## src/prot_status_cfg.svh

```systemverilog
`ifndef PROT_STATUS_CFG_SVH
`define PROT_STATUS_CFG_SVH

// register offsets on the command port
`define ADR_STATUS 8'h00
`define ADR_ALERT_A 8'h02
`define ADR_FAULT_A 8'h03
`define ADR_ALERT_T 8'h04
`define ADR_FAULT_T 8'h05
`define ADR_INT_STATUS 8'h06
`define ADR_INT_MASK 8'h07
`define ADR_EN_A 8'h08
`define ADR_EN_T 8'h09
`define ADR_SUB_LO 8'h3e
`define ADR_SUB_HI 8'h3f

// field positions
`define BIT_DEEP 2
`define BIT_LOAD_PROBE_TIMED_OUT 1
`define BIT_LD_PULLUP 0
`define BIT_T_RSVD 3
`define INT_FAULT_A 0
`define INT_FAULT_T 1
`define INT_ALERT 2
`define INT_LOAD_PROBE_TIMED_OUT 3

// values and reset values
`define STATUS_SIGNATURE 16'hffa5
`define MASK_GROUP_A 8'hfc
`define MASK_THERMAL 8'hf7
`define RST_ENABLE 8'hff
`define RST_INT_MASK 4'h0

`endif

```

## src/prot_status_pkg.sv

```systemverilog
package prot_status_pkg;

  // live device state bits
  typedef struct packed {
    logic lowest_power_state_flag;
    logic load_probe_timed_out;
    logic load_probe_pullup_active;
  } dev_state_s;

  // current and voltage protection sources, bit 7 down to bit 0
  typedef struct packed {
    logic discharge_short_circuit;
    logic discharge_overcurrent_tier_two;
    logic discharge_overcurrent_tier_one;
    logic charge_overcurrent;
    logic cell_overvoltage;
    logic cell_undervoltage;
    logic [1:0] spare;
  } prot_a_s;

  // temperature protection sources, bit 7 down to bit 0
  typedef struct packed {
    logic switch_overtemp;
    logic die_overtemp;
    logic discharge_overtemp;
    logic charge_overtemp;
    logic spare;
    logic die_undertemp;
    logic discharge_undertemp;
    logic charge_undertemp;
  } thermal_s;

  // state of one flag byte
  typedef struct packed {
    logic [7:0] flags;
    logic [7:0] rise;
  } flag_st_s;

  // state of the register bank
  typedef struct packed {
    logic [15:0] rdata;
    logic sig_pend;
    logic sub_vld;
    logic [15:0] sub_data;
    logic [7:0] en_a;
    logic [7:0] en_t;
    logic [3:0] int_st;
    logic [3:0] int_mask;
    logic irq;
    logic ld_to_q;
  } bank_st_s;

endpackage

```

## src/flag_byte_reg.sv

```systemverilog
`timescale 1ns/1ps
`include "prot_status_cfg.svh"

module flag_byte_reg #(
  parameter logic [7:0] VALID_MASK = 8'hff
) (
  input wire logic i_mclk,
  input wire logic i_rst_b,
  input wire logic i_ce,
  input wire logic [7:0] i_raw,
  input wire logic [7:0] i_enable,
  output prot_status_pkg::flag_st_s o_st
);
  import prot_status_pkg::*;

  flag_st_s q;
  flag_st_s nxt;

  // only enabled, defined sources reach the byte; rise marks new bits
  always_comb begin
    nxt = q;
    nxt.flags = i_raw & i_enable & VALID_MASK;
    nxt.rise = nxt.flags & ~q.flags;
  end

  // state register, frozen while the clock enable is low
  always_ff @(posedge i_mclk or negedge i_rst_b) begin
    if (!i_rst_b) begin
      q <= '0;
    end else if (i_ce) begin
      q <= nxt;
    end
  end

  assign o_st = q;
endmodule

```

## src/protection_status_registers.sv

```systemverilog
`timescale 1ns/1ps
`include "prot_status_cfg.svh"

module protection_status_registers (
  input wire logic i_mclk,
  input wire logic i_rst_b,
  input wire logic i_ce,
  input wire logic [7:0] i_addr,
  input wire logic [15:0] i_wdata,
  input wire logic i_wr,
  input wire logic i_rd,
  input wire prot_status_pkg::dev_state_s i_dev_state,
  input wire prot_status_pkg::prot_a_s i_alert_a_raw,
  input wire prot_status_pkg::prot_a_s i_fault_a_raw,
  input wire prot_status_pkg::thermal_s i_alert_t_raw,
  input wire prot_status_pkg::thermal_s i_fault_t_raw,
  output logic [15:0] o_rdata,
  output logic o_irq,
  output logic o_subcmd_valid,
  output logic [15:0] o_subcmd_data
);
  import prot_status_pkg::*;

  bank_st_s q;
  bank_st_s nxt;
  flag_st_s alert_a;
  flag_st_s fault_a;
  flag_st_s alert_t;
  flag_st_s fault_t;
  logic [3:0] events;
  logic rd_int;

  // widen a flag byte onto the read word, upper byte zero
  function automatic logic [15:0] byte_word(input logic [7:0] b);
    byte_word = {8'h00, b};
  endfunction

  // flag bytes for current and voltage protections
  flag_byte_reg #(
    .VALID_MASK(`MASK_GROUP_A)
  ) u_alert_a (
    .i_mclk(i_mclk),
    .i_rst_b(i_rst_b),
    .i_ce(i_ce),
    .i_raw(i_alert_a_raw),
    .i_enable(q.en_a),
    .o_st(alert_a)
  );

  flag_byte_reg #(
    .VALID_MASK(`MASK_GROUP_A)
  ) u_fault_a (
    .i_mclk(i_mclk),
    .i_rst_b(i_rst_b),
    .i_ce(i_ce),
    .i_raw(i_fault_a_raw),
    .i_enable(q.en_a),
    .o_st(fault_a)
  );

  // flag bytes for temperature protections
  flag_byte_reg #(
    .VALID_MASK(`MASK_THERMAL)
  ) u_alert_t (
    .i_mclk(i_mclk),
    .i_rst_b(i_rst_b),
    .i_ce(i_ce),
    .i_raw(i_alert_t_raw),
    .i_enable(q.en_t),
    .o_st(alert_t)
  );

  flag_byte_reg #(
    .VALID_MASK(`MASK_THERMAL)
  ) u_fault_t (
    .i_mclk(i_mclk),
    .i_rst_b(i_rst_b),
    .i_ce(i_ce),
    .i_raw(i_fault_t_raw),
    .i_enable(q.en_t),
    .o_st(fault_t)
  );

  // interrupt events: new faults, new alerts, load probe timeout edge
  always_comb begin
    events = 4'h0;
    events[`INT_FAULT_A] = |fault_a.rise;
    events[`INT_FAULT_T] = |fault_t.rise;
    events[`INT_ALERT] = (|alert_a.rise) | (|alert_t.rise);
    events[`INT_LOAD_PROBE_TIMED_OUT] = i_dev_state.load_probe_timed_out & ~q.ld_to_q;
  end

  assign rd_int = i_rd && (i_addr == `ADR_INT_STATUS);

  // register writes, read mux and interrupt bookkeeping
  always_comb begin
    nxt = q;
    nxt.sub_vld = 1'b0;
    nxt.rdata = 16'h0000;
    nxt.ld_to_q = i_dev_state.load_probe_timed_out;
    if (i_wr) begin
      case (i_addr)
        `ADR_STATUS: begin
          nxt.sig_pend = 1'b1;
          nxt.sub_vld = 1'b1;
          nxt.sub_data = i_wdata;
        end
        `ADR_SUB_LO: begin
          nxt.sub_vld = 1'b1;
          nxt.sub_data = i_wdata;
        end
        `ADR_SUB_HI: begin
          nxt.sub_vld = 1'b1;
          nxt.sub_data = {i_wdata[7:0], q.sub_data[7:0]};
        end
        `ADR_INT_MASK: begin
          nxt.int_mask = i_wdata[3:0];
        end
        `ADR_EN_A: begin
          nxt.en_a = i_wdata[7:0];
        end
        `ADR_EN_T: begin
          nxt.en_t = i_wdata[7:0];
        end
        default: begin
          // alert and fault bytes only report status
          nxt.sub_vld = 1'b0;
        end
      endcase
    end
    if (i_rd) begin
      case (i_addr)
        `ADR_STATUS: begin
          if (q.sig_pend) begin
            nxt.rdata = `STATUS_SIGNATURE;
            nxt.sig_pend = 1'b0;
          end else begin
            nxt.rdata[`BIT_DEEP] = i_dev_state.lowest_power_state_flag;
            nxt.rdata[`BIT_LOAD_PROBE_TIMED_OUT] = i_dev_state.load_probe_timed_out;
            nxt.rdata[`BIT_LD_PULLUP] = i_dev_state.load_probe_pullup_active;
          end
        end
        `ADR_ALERT_A: begin
          nxt.rdata = byte_word(alert_a.flags);
        end
        `ADR_FAULT_A: begin
          nxt.rdata = byte_word(fault_a.flags);
        end
        `ADR_ALERT_T: begin
          nxt.rdata = byte_word(alert_t.flags);
        end
        `ADR_FAULT_T: begin
          nxt.rdata = byte_word(fault_t.flags);
        end
        `ADR_INT_STATUS: begin
          nxt.rdata = {12'h000, q.int_st};
        end
        `ADR_INT_MASK: begin
          nxt.rdata = {12'h000, q.int_mask};
        end
        `ADR_EN_A: begin
          nxt.rdata = byte_word(q.en_a);
        end
        `ADR_EN_T: begin
          nxt.rdata = byte_word(q.en_t);
        end
        default: begin
          // unmapped addresses read zero
          nxt.rdata = 16'h0000;
        end
      endcase
    end
    // an interrupt status read clears the sticky bits, a new event in that cycle still sets
    nxt.int_st = (rd_int ? 4'h0 : q.int_st) | events;
    nxt.irq = |(nxt.int_st & nxt.int_mask);
  end

  // state register, frozen while the clock enable is low
  always_ff @(posedge i_mclk or negedge i_rst_b) begin
    if (!i_rst_b) begin
      q <= '0;
      q.en_a <= `RST_ENABLE;
      q.en_t <= `RST_ENABLE;
      q.int_mask <= `RST_INT_MASK;
    end else if (i_ce) begin
      q <= nxt;
    end
  end

  // outputs straight from the state register
  assign o_rdata = q.rdata;
  assign o_irq = q.irq;
  assign o_subcmd_valid = q.sub_vld;
  assign o_subcmd_data = q.sub_data;
endmodule

```

## config.mk

```make
export PLATFORM = sky130hd
export DESIGN_NAME = protection_status_registers
export DESIGN_NICKNAME = d
export VERILOG_FILES = /design/src/prot_status_pkg.sv /design/src/flag_byte_reg.sv /design/src/protection_status_registers.sv
export VERILOG_INCLUDE_DIRS = /design/src
export SDC_FILE = /design/constraint.sdc
export NUM_CORES = 1
export LEC_CHECK = 0
export BUFFER_PORTS_ARGS = -buffer_cell sky130_fd_sc_hd__buf_2
export CORE_MARGIN = 2
export CORE_UTILIZATION = 56
export DETAILED_ROUTE_END_ITERATION = 8
export GPL_ROUTABILITY_DRIVEN = 0
export PLACE_DENSITY = 0.81
export RECOVER_POWER = 100
export SYNTH_ARGS = -nofsm -noshare
export SYNTH_HDL_FRONTEND = slang
export SYNTH_HIERARCHICAL = 1
export SYNTH_SLANG_ARGS = --single-unit
```

## constraint.sdc

```tcl
create_clock -name i_mclk -period 2.4 [get_ports i_mclk]
set_input_delay 0.24 -clock i_mclk [delete_from_list [all_inputs] [get_ports i_mclk]]
set_output_delay 0.24 -clock i_mclk [all_outputs]
set_load 0.005 [all_outputs]
```

==> flow_summary.yaml, run 1 <==
outcome:
  status: "finished, final reports clean"
setup_path:
  worstReg2RegStart: "q[5]$_DFFE_PN0P_"
  crit_required_ns: 2.65
  cp-start-kind: "primary input"
  worst-setup-path-type: "in -> reg"
  crit_fanout: 6
  cp-startpoint: "i_addr[4]"
  cp-end-kind: "flop"
  arrival_ns: 2.22
sta:
  setup_tns_ns: 0
  drv_slew: 0
  slew_headroom_pct: 15.9
  fin_ws_ns: 0.428
  fmax_mhz: 507
  worst_slew_pin_slew_ns: 1.26
  period_needed_ns: 1.97
  timing.final.crit_share_pct: 82.1
  rsz0062_at_grt: "false"
  finalSetupViolCount: 0
  hold_viol_final: 0
  fin_worst_skew_ns: 0.0143
yosys:
  synth_edf_count: 0
  synth_top_family_by_area: "compound AO/OA/AOI/OAI gates"
  synthAdderAreaFrac_pct: 0
  synth_top_area_share_pct: 41.6
  syn_avg_cell_area_um2: 11.0
  synth.top_cells.by_count: "dfrtp_1 (89), buf_4 (46), mux2_2 (32), nand3_1 (32), o21ai_0 (30)"
  yosys.area.top_type: "dfrtp_1"
  synth_top_flop_cell: "dfrtp_1"
  synth_compound_area_share_pct: 15.2
  async_reset_ff_share_pct: 100
  yosys-mux-area-fraction_pct: 11.6
  ys_seq_area_share_pct: 49.5
  yosysWarningCount: 6
  yosysUniqueCellTypes: 53
  synth_xor_area_share_pct: 0
  syn_inst: 486
  synth-seq-cells: 105
  yosys.area_share.simple_pct: 12.9
  synth.most_common_cell: "dfrtp_1"
  synth_area_leaders: "dfrtp_1 (42%), dfstp_2 (7.9%), mux2_2 (6.7%), buf_4 (6.5%), a41o_1 (4.9%)"
  mappedNetlistArea_um2: 5350
place:
  hpwlAfterDp_um: 8890
  dp.cells: 658
  port_buffers: 91
  pre_cts_ws_ns: 0.162
pwr:
  p_per_area_nw_per_um2: 574
  power_leakage_nw: 2.77
  peakVddDrop_mv: 0.376
layout:
  multi_input_area_um2: 2160
  filler_cell_count: 757
  regArea_um2: 2650
  layout-drive-gt1-share_pct: 27.1
  antenna_cells: 0
  nNetsFinal: 605
  area_delta_synth_final_pct: 8.21
  fin_cells: 675
  final_util_pct: 62.7
clocking:
  cts_buffers: 9
  cts_setup_buffers: 0
  clk_path_buf_depth: 2
  post_cts_resized: 0
  clk_pin_slew_ns: 0.11
  insertion_delay_ns: 0.37
  cts_sinks: 105
  cts_tree: "built"
  ctsHtreeMaxLevel: 3
  root_buffer: "clkbuf_8"
floorplan:
  core_um2: 9240
  dieArea_um2: 10400
  die_width_um: 102
  fp.dieH_um: 102
  num_rows: 35
  io_pins: 98
  start_util_pct: 57.9
global_route:
  groute.usage.overall_pct: 24.8
  grt_max_degree: 57
  grt_pass1_vias: 3787
  grt_pass1_wl_um: 19500
  grt_overflow: 0
  grt_antenna_before_repair: 0
routing:
  drc_errors: 0
  drt_iter0_markers: 355
  drtPass1Iterations: 5
  wirelength_um: 12400
  vias_per_cell: 5.94
  dr_total_vias: 4010
  wl_per_cell_um: 18.4
  ant_nets: 0
hold_path:
  hold_start: "i_fault_a_raw[5]"
  hp-class: "in -> reg"
job:
  maxCapViolCount: 0
==> layer usage <==
layer / vias to the layer above / routed length (um) / track usage, %
met4: 0 / 227 / 7.38
met5: - / 0 / 0
li1: 1829 / - / -
met2: 196 / 5630 / 37.2
met3: 20 / 941 / 5.52
met1: 1965 / 5590 / 36.4
==> power breakdown <==
part | internal (mW) | total, mW | switching, mW
combinational | 0.124 | 0.316 | 0.192
clock | 0.496 | 1.13 | 0.637
sequential | 1.83 | 1.87 | 0.0457
==> worst paths after layout <==
kind	cells after the start	end	slack, ns
worst min register to register	1	o_rdata[1]$_DFFE_PN0P_	0.49
min in group asynchronous	2	o_subcmd_data[3]$_DFFE_PN0P_	0.66
worst max register to register	5	o_rdata[3]$_DFFE_PN0P_	0.55
max in group asynchronous	3	q[18]$_DFFE_PN1P_	0.81
worst min-delay path	3	u_fault_a/o_st[13]$_DFFE_PN0P_	0.11
worst max-delay path	7	o_irq$_DFFE_PN0P_	0.43
==> metrics by stage <==
step | cell area, um2 | power, mW | hold slack, ns
after floorplan | 5380 | 2.09 | -0.0556
after global placement | 5630 | 2.21 | 0.296
after detailed placement | 5630 | 2.23 | 0.305
after CTS | 5840 | 3.34 | 0.106
after global routing | 5790 | 3.46 | 0.109
final | 5790 | 3.32 | 0.113
==> area by class of cell <==
| type | instances | area share (%) |
|---|---|---|
| Clock buffer | 10 | 2.20 |
| Clock inverter | 6 | 1.27 |
| Inverter | 29 | 1.88 |
| Multi-Input combinational cell | 295 | 37.3 |
| Sequential cell | 105 | 45.7 |
| Tap cell | 129 | 2.79 |
| Timing Repair Buffer | 101 | 8.86 |
==> kinds of logic (layout without fill, tap and decap cells) <==
family,Yosys count,after routing
AO/OA/AOI/OAI,109,109
other,4,12
buffers and inverters,94,146
AND/OR/NAND/NOR,121,121
flip-flops,105,105
multiplexers,53,53
==> sequential cells by signal, indices dropped and copies added (netlist names) <==
name / count
o_irq: 1
q: 26
o_subcmd_data: 16
u_alert_t/o_st: 14
o_rdata: 9
u_fault_a/o_st: 12
u_fault_t/o_st: 14
o_subcmd_valid: 1
u_alert_a/o_st: 12
==> worst max-delay path, cell delays in order <==
cell	delay [ns]
clkbuf_1	0.12
nor4_1	0.57
clkbuf_1	0.30
nand3_1	0.26
a221oi_1	0.36
a31oi_1	0.07
o32a_1	0.31
==> placed cells by master (no fill, tap or decap), types with 7 or more instances in the layout <==
master / Yosys / layout
clkbuf_8: 0 / 9
o2bb2ai_1: 12 / 12
nor2_1: 19 / 19
mux2i_1: 17 / 17
dfstp_2: 16 / 9
dfstp_1: 0 / 7
dfrtp_1: 89 / 89
nand3_1: 32 / 32
clkbuf_1: 5 / 19
inv_1: 29 / 29
buf_2: 8 / 73
nand2_1: 13 / 13
nor4_1: 10 / 11
nor2b_1: 26 / 26
mux2_2: 32 / 32
a221oi_1: 7 / 7
o21ai_0: 30 / 30
a41o_1: 26 / 26
a21oi_1: 15 / 16
conb_1: 4 / 12
==> what timing repair did <==
item / in CTS / in global routing
setup endpoints to repair: 0 / 0
endpoints found under the hold margin: 42 / 0
hold buffers: 1 / 0
No activity file was read; power rests on OpenSTA's default activity.
==> run 2: changes to the inputs <==
==> constraint.sdc (replaced) <==
create_clock -name i_mclk -period 1.83 [get_ports i_mclk]
set_input_delay 0.183 -clock i_mclk [delete_from_list [all_inputs] [get_ports i_mclk]]
set_output_delay 0.183 -clock i_mclk [all_outputs]
set_load 0.005 [all_outputs]
==> run 2 against run 1 <==
  * Count of clock-buffer cells in the layout is the same
  * Clock power increased by 41%
  * Critical path depth fell by 2
  * Sequential share of layout area fell by 1.7 points
  * First-iteration DRC count grew 14%
==> flow_summary.yaml, run 2 (synthesis results as in run 1) <==
clocking:
  clk_pin_slew_ns: 0.10
  ctsHtreeMaxLevel: 3
  clk_path_buf_depth: 2
  cts_buffers: 9
  cts_tree: "built"
  insertion_delay_ns: 0.38
  cts_sinks: 105
  root_buffer: "clkbuf_8"
floorplan:
  num_rows: 35
  fp.dieH_um: 102
  core_um2: 9240
  start_util_pct: 57.9
  dieArea_um2: 10400
  die_width_um: 102
  io_pins: 98
hold_path:
  holdPathStages: 3
  hp-class: "in -> reg"
layout:
  antenna_cells: 0
  largest_reg_flops: 26
  area_delta_synth_final_pct: 12.4
  regArea_um2: 2650
  multi_input_area_um2: 2200
  filler_cell_count: 712
  final_util_pct: 65.1
  layout_common_cells: "dfrtp_1 (89), buf_2 (67), mux2_2 (32), nand3_1 (32), o21ai_0 (30)"
  layout-drive-gt1-share_pct: 29.1
  stdcell_area_um2: 6010
  nNetsFinal: 627
  top_register: "q"
  layout_commonest_cell: "dfrtp_1"
setup_path:
  worst-setup-path-type: "reg -> reg"
  r2r_cells: 5
  crit_chain: "mux4_2 -> and3_4 -> a221o_1 -> a221oi_2 -> o2bb2ai_1"
  cp_slowest_stage_delay_ns: 0.49
  crit_fanout: 3
  crit_slowest_cell: "mux4_2"
  crit_required_ns: 2.07
  cp-start-kind: "flop"
  arrival_ns: 2.04
  cp-end-kind: "flop"
sta:
  period_needed_ns: 1.79
  fin_ws_ns: 0.0368
  setup_tns_ns: 0
  timing.final.crit_share_pct: 98.0
  fmax_mhz: 558
  hold_viol_final: 0
  finalSetupViolCount: 0
  worst_slew_pin_slew_ns: 1.09
  slew_headroom_pct: 27.3
  drv_slew: 0
  rsz0062_at_grt: "false"
  fin_worst_skew_ns: 0.00662
pwr:
  seqPwrFrac_pct: 54.7
  p_sw_share_pct: 24.9
  p_int_mw: 3.38
  peakVddDrop_mv: 0.505
  pwr-share-clk_pct: 35.2
  p_comb_share_pct: 10.1
  switchingPower_mw: 1.12
  p_per_area_nw_per_um2: 749
  power_leakage_nw: 2.87
place:
  placed_area_um2: 5850
  hpwlAfterDp_um: 9730
  port_buffers: 91
  pre_cts_ws_ns: -0.258
global_route:
  grt_overflow: 0
  grt_max_degree: 65
  grt_antenna_before_repair: 0
  grt_pass1_wl_um: 20800
  groute.usage.overall_pct: 27.0
  grt_pass1_vias: 4051
routing:
  wl_per_cell_um: 19.3
  drc_errors: 0
  drtPass1Iterations: 5
  wirelength_um: 13500
  vias_per_cell: 5.99
  drt_iter0_markers: 403
  ant_nets: 0
  dr_total_vias: 4168
job:
  maxCapViolCount: 0
outcome:
  status: "finished, final reports clean"
[run 2: worst paths after layout]
check,from,to,slack (ns)
setup reg to reg,q[5]$_DFFE_PN0P_,o_rdata[3]$_DFFE_PN0P_,0.04
setup / recovery,q[5]$_DFFE_PN0P_,o_rdata[3]$_DFFE_PN0P_,0.04
min in group asynchronous,i_rst_b,o_subcmd_data[4]$_DFFE_PN0P_,0.38
hold reg to reg,o_rdata[0]$_DFFE_PN0P_,o_rdata[0]$_DFFE_PN0P_,0.50
max in group asynchronous,i_rst_b,o_rdata[3]$_DFFE_PN0P_,0.30
hold / removal,i_fault_a_raw[7],u_fault_a/o_st[15]$_DFFE_PN0P_,0.05
[run 2: what timing repair did]
action	CTS	global route
hold endpoints to repair	13	0
endpoints found under the setup margin	2	2
hold buffers	1	0
setup buffers	0	1
pin swaps	0	3
resized for setup	3	1
[run 2: stage by stage]
step                      cells  total power [mW]  hold slack, ns
final                       696              4.50          0.0548
after global routing        696              4.66          0.0442
after CTS                   695              4.52          0.0462
after detailed placement    679              2.96           0.132
after global placement      679              2.94           0.122
after floorplan             494              2.75          -0.113
[run 2: critical path: cells and delay by family, from the launching register on]
kind | cells | cell delay, ns
simple gates | 1 | 0.17
mux | 1 | 0.49
flops | 1 | 0.41
compound gates | 3 | 0.59
[run 2: cell type report]
class / instances / area share (%)
Clock buffer: 10 / 2.29
Multi-Input combinational cell: 295 / 36.6
Tap cell: 129 / 2.68
Clock inverter: 5 / 1.29
Sequential cell: 105 / 44.0
Inverter: 29 / 1.81
Timing Repair Buffer: 123 / 11.3
[run 2: power by group through the flow]
stage / clock (mW) / sequential, mW / combinational [mW]
CTS: 1.60 / 2.46 / 0.466
global route: 1.70 / 2.47 / 0.499
finish: 1.59 / 2.46 / 0.455
floorplan: 0 / 2.48 / 0.268
detailed placement: 0 / 2.50 / 0.461
global placement: 0 / 2.50 / 0.440
[run 2: per-layer routing]
| metal | track usage [%] | vias up | wire length [um] |
|---|---|---|---|
| met5 | 0 | - | 0 |
| met4 | 11.6 | 0 | 405 |
| met3 | 5.11 | 28 | 1020 |
| met2 | 42.7 | 205 | 6410 |
| met1 | 36.8 | 2061 | 5630 |
| li1 | - | 1874 | - |
==> run 3: changes to the inputs <==
--- a/config.mk
+++ b/config.mk
@@ -8,10 +8,10 @@
 export LEC_CHECK = 0
 export BUFFER_PORTS_ARGS = -buffer_cell sky130_fd_sc_hd__buf_2
 export CORE_MARGIN = 2
-export CORE_UTILIZATION = 56
+export CORE_UTILIZATION = 51
 export DETAILED_ROUTE_END_ITERATION = 8
 export GPL_ROUTABILITY_DRIVEN = 0
-export PLACE_DENSITY = 0.81
+export PLACE_DENSITY = 0.78
 export RECOVER_POWER = 100
 export SYNTH_ARGS = -nofsm -noshare
 export SYNTH_HDL_FRONTEND = slang
==> constraint.sdc (replaced) <==
create_clock -name i_mclk -period 1.5 [get_ports i_mclk]
set_input_delay 0.15 -clock i_mclk [delete_from_list [all_inputs] [get_ports i_mclk]]
set_output_delay 0.15 -clock i_mclk [all_outputs]
set_load 0.005 [all_outputs]
==> run 3 against run 2 <==
  * Fmax grew 3.7%
  * Sequential power increased by 22%
  * Clock skew up 0.0033 ns
  * The run now ends with negative setup slack left
  * Register-to-register slack lost 0.27 ns
  * Global-route usage is 1.6 points lower
==> flow_summary.yaml, run 3 (synthesis results as in run 1) <==
sta:
  hold_viol_final: 0
  drv_slew: 0
  finalSetupViolCount: 20
  period_needed_ns: 1.73
  setup_tns_ns: -1.48
  rsz0062_at_grt: "true"
  worst_slew_pin_slew_ns: 0.516
  fin_worst_skew_ns: 0.00996
  fmax_mhz: 578
  fin_ws_ns: -0.229
  timing.final.crit_share_pct: 115
  slew_headroom_pct: 65.6
clocking:
  cts_tree: "built"
  insertion_delay_ns: 0.37
  cts_buffers: 9
  clk_pin_slew_ns: 0.10
  ctsHtreeMaxLevel: 3
  cts_sinks: 105
  clk_path_buf_depth: 2
  root_buffer: "clkbuf_8"
routing:
  wl_per_cell_um: 18.6
  vias_per_cell: 5.74
  drtPass1Iterations: 5
  ant_nets: 0
  dr_total_vias: 4192
  drt_iter0_markers: 312
  drc_errors: 0
  wirelength_um: 13600
global_route:
  grt_max_degree: 40
  grt_overflow: 0
  grt_pass1_vias: 4179
  grt_pass1_wl_um: 21900
  groute.usage.overall_pct: 25.4
  grt_antenna_before_repair: 0
floorplan:
  start_util_pct: 52.1
  io_pins: 98
  fp.dieH_um: 106
  die_width_um: 106
  dieArea_um2: 11300
  core_um2: 10300
  num_rows: 37
outcome:
  violations: "negative setup slack"
  status: "finished, violations left"
setup_path:
  crit_family: "compound AO/OA/AOI/OAI gates"
  cp.buffers_inverters: 0
  cp-end-kind: "flop"
  cp-start-kind: "flop"
  cp_slowest_stage_delay_ns: 0.48
  worst-setup-path-type: "reg -> reg"
  crit_required_ns: 1.77
  crit_chain: "mux4_2 -> and3_4 -> a221o_1 -> a221oi_2 -> o2bb2ai_1"
  arrival_ns: 2.00
  crit_fanout: 2
  crit_slowest_cell: "mux4_2"
layout:
  largest_reg_flops: 26
  final_util_pct: 61.8
  layout_common_cells: "dfrtp_1 (89), buf_2 (68), buf_4 (45)"
  layout_commonest_cell: "dfrtp_1"
  area_delta_synth_final_pct: 18.7
  top_register: "q"
  multi_input_area_um2: 2330
  regArea_um2: 2650
  nNetsFinal: 653
  stdcell_area_um2: 6350
  antenna_cells: 0
  filler_cell_count: 830
  layout-drive-gt1-share_pct: 34.7
place:
  placed_area_um2: 6100
  port_buffers: 91
  pre_cts_ws_ns: -0.438
  hpwlAfterDp_um: 10100
pwr:
  p_per_area_nw_per_um2: 824
  peakVddDrop_mv: 0.667
  power_leakage_nw: 3.06
  finalPower_mw: 5.24
job:
  maxCapViolCount: 0
hold_path:
  hp-class: "in -> reg"
==> run 3: changes by cell type in the layout (fill, tap and decap cells not counted), moves of 3 or more <==
cell / previous run / this run
a221oi_1: 6 / 2
a221oi_2: 1 / 5
buf_4: 17 / 45
buf_6: 0 / 4
clkbuf_1: 27 / 21
clkbuf_4: 3 / 6
dfstp_1: 6 / 13
dfstp_2: 10 / 3
mux2_2: 32 / 24
mux2_4: 0 / 8
o2bb2ai_1: 12 / 9
o2bb2ai_2: 0 / 3
==> run 3: path summary, 6_finish.rpt <==
kind	from	end	slack [ns]	cells after the start
hold / removal	i_alert_a_raw[7]	u_alert_a/o_st[15]$_DFFE_PN0P_	0.02	3
hold reg to reg	o_rdata[1]$_DFFE_PN0P_	o_rdata[1]$_DFFE_PN0P_	0.49	1
min in group asynchronous	i_rst_b	u_alert_t/o_st[0]$_DFFE_PN0P_	0.27	2
max in group asynchronous	i_rst_b	q[21]$_DFFE_PN1P_	0.27	3
setup reg to reg	q[5]$_DFFE_PN0P_	o_rdata[3]$_DFFE_PN0P_	-0.23	5
setup / recovery	q[5]$_DFFE_PN0P_	o_rdata[3]$_DFFE_PN0P_	-0.23	5
==> run 3: layer usage <==
layer  up-vias  track usage, %  part of all wire, %
met5         -               0                    0
met4         0            8.07                  2.0
met3        21            4.54                  6.7
met2       175            40.8                   47
met1      2076            35.3                   44
li1       1920               -                    -
==> run 3: power breakdown <==
part / internal [mW] / total [mW] / switching (mW)
Combinational: 0.278 / 0.625 / 0.346
Clock: 0.659 / 1.61 / 0.954
Sequential: 2.92 / 3.00 / 0.0786
==> run 3: cell type report <==
class | count | share of cell area [%]
Timing Repair Buffer | 149 | 14.6
Sequential cell | 105 | 41.7
Multi-Input combinational cell | 295 | 36.6
Clock buffer | 12 | 2.28
Clock inverter | 4 | 0.453
Inverter | 29 | 1.71
Tap cell | 136 | 2.68
==> run 3: worst min-delay path, stage by stage <==
cell and delay [ns]:
buf_2 0.09, nand3_1 0.06, o21ai_0 0.06
==> run 3: what timing repair did <==
action	CTS	global route
hold buffers	1	0
pin swaps	5	4
setup endpoints to repair	5	12
endpoints found under the hold margin	75	0
buffers inserted	2	2
resized for setup	6	26
==> run 3: through the flow <==
stage          hold slack, ns  cells
3_3_place_gp           0.0593    710
6_report               0.0236    730
4_1_cts                0.0119    728
3_5_place_dp           0.0689    710
2_1_floorplan          -0.146    494
5_1_grt                0.0226    730
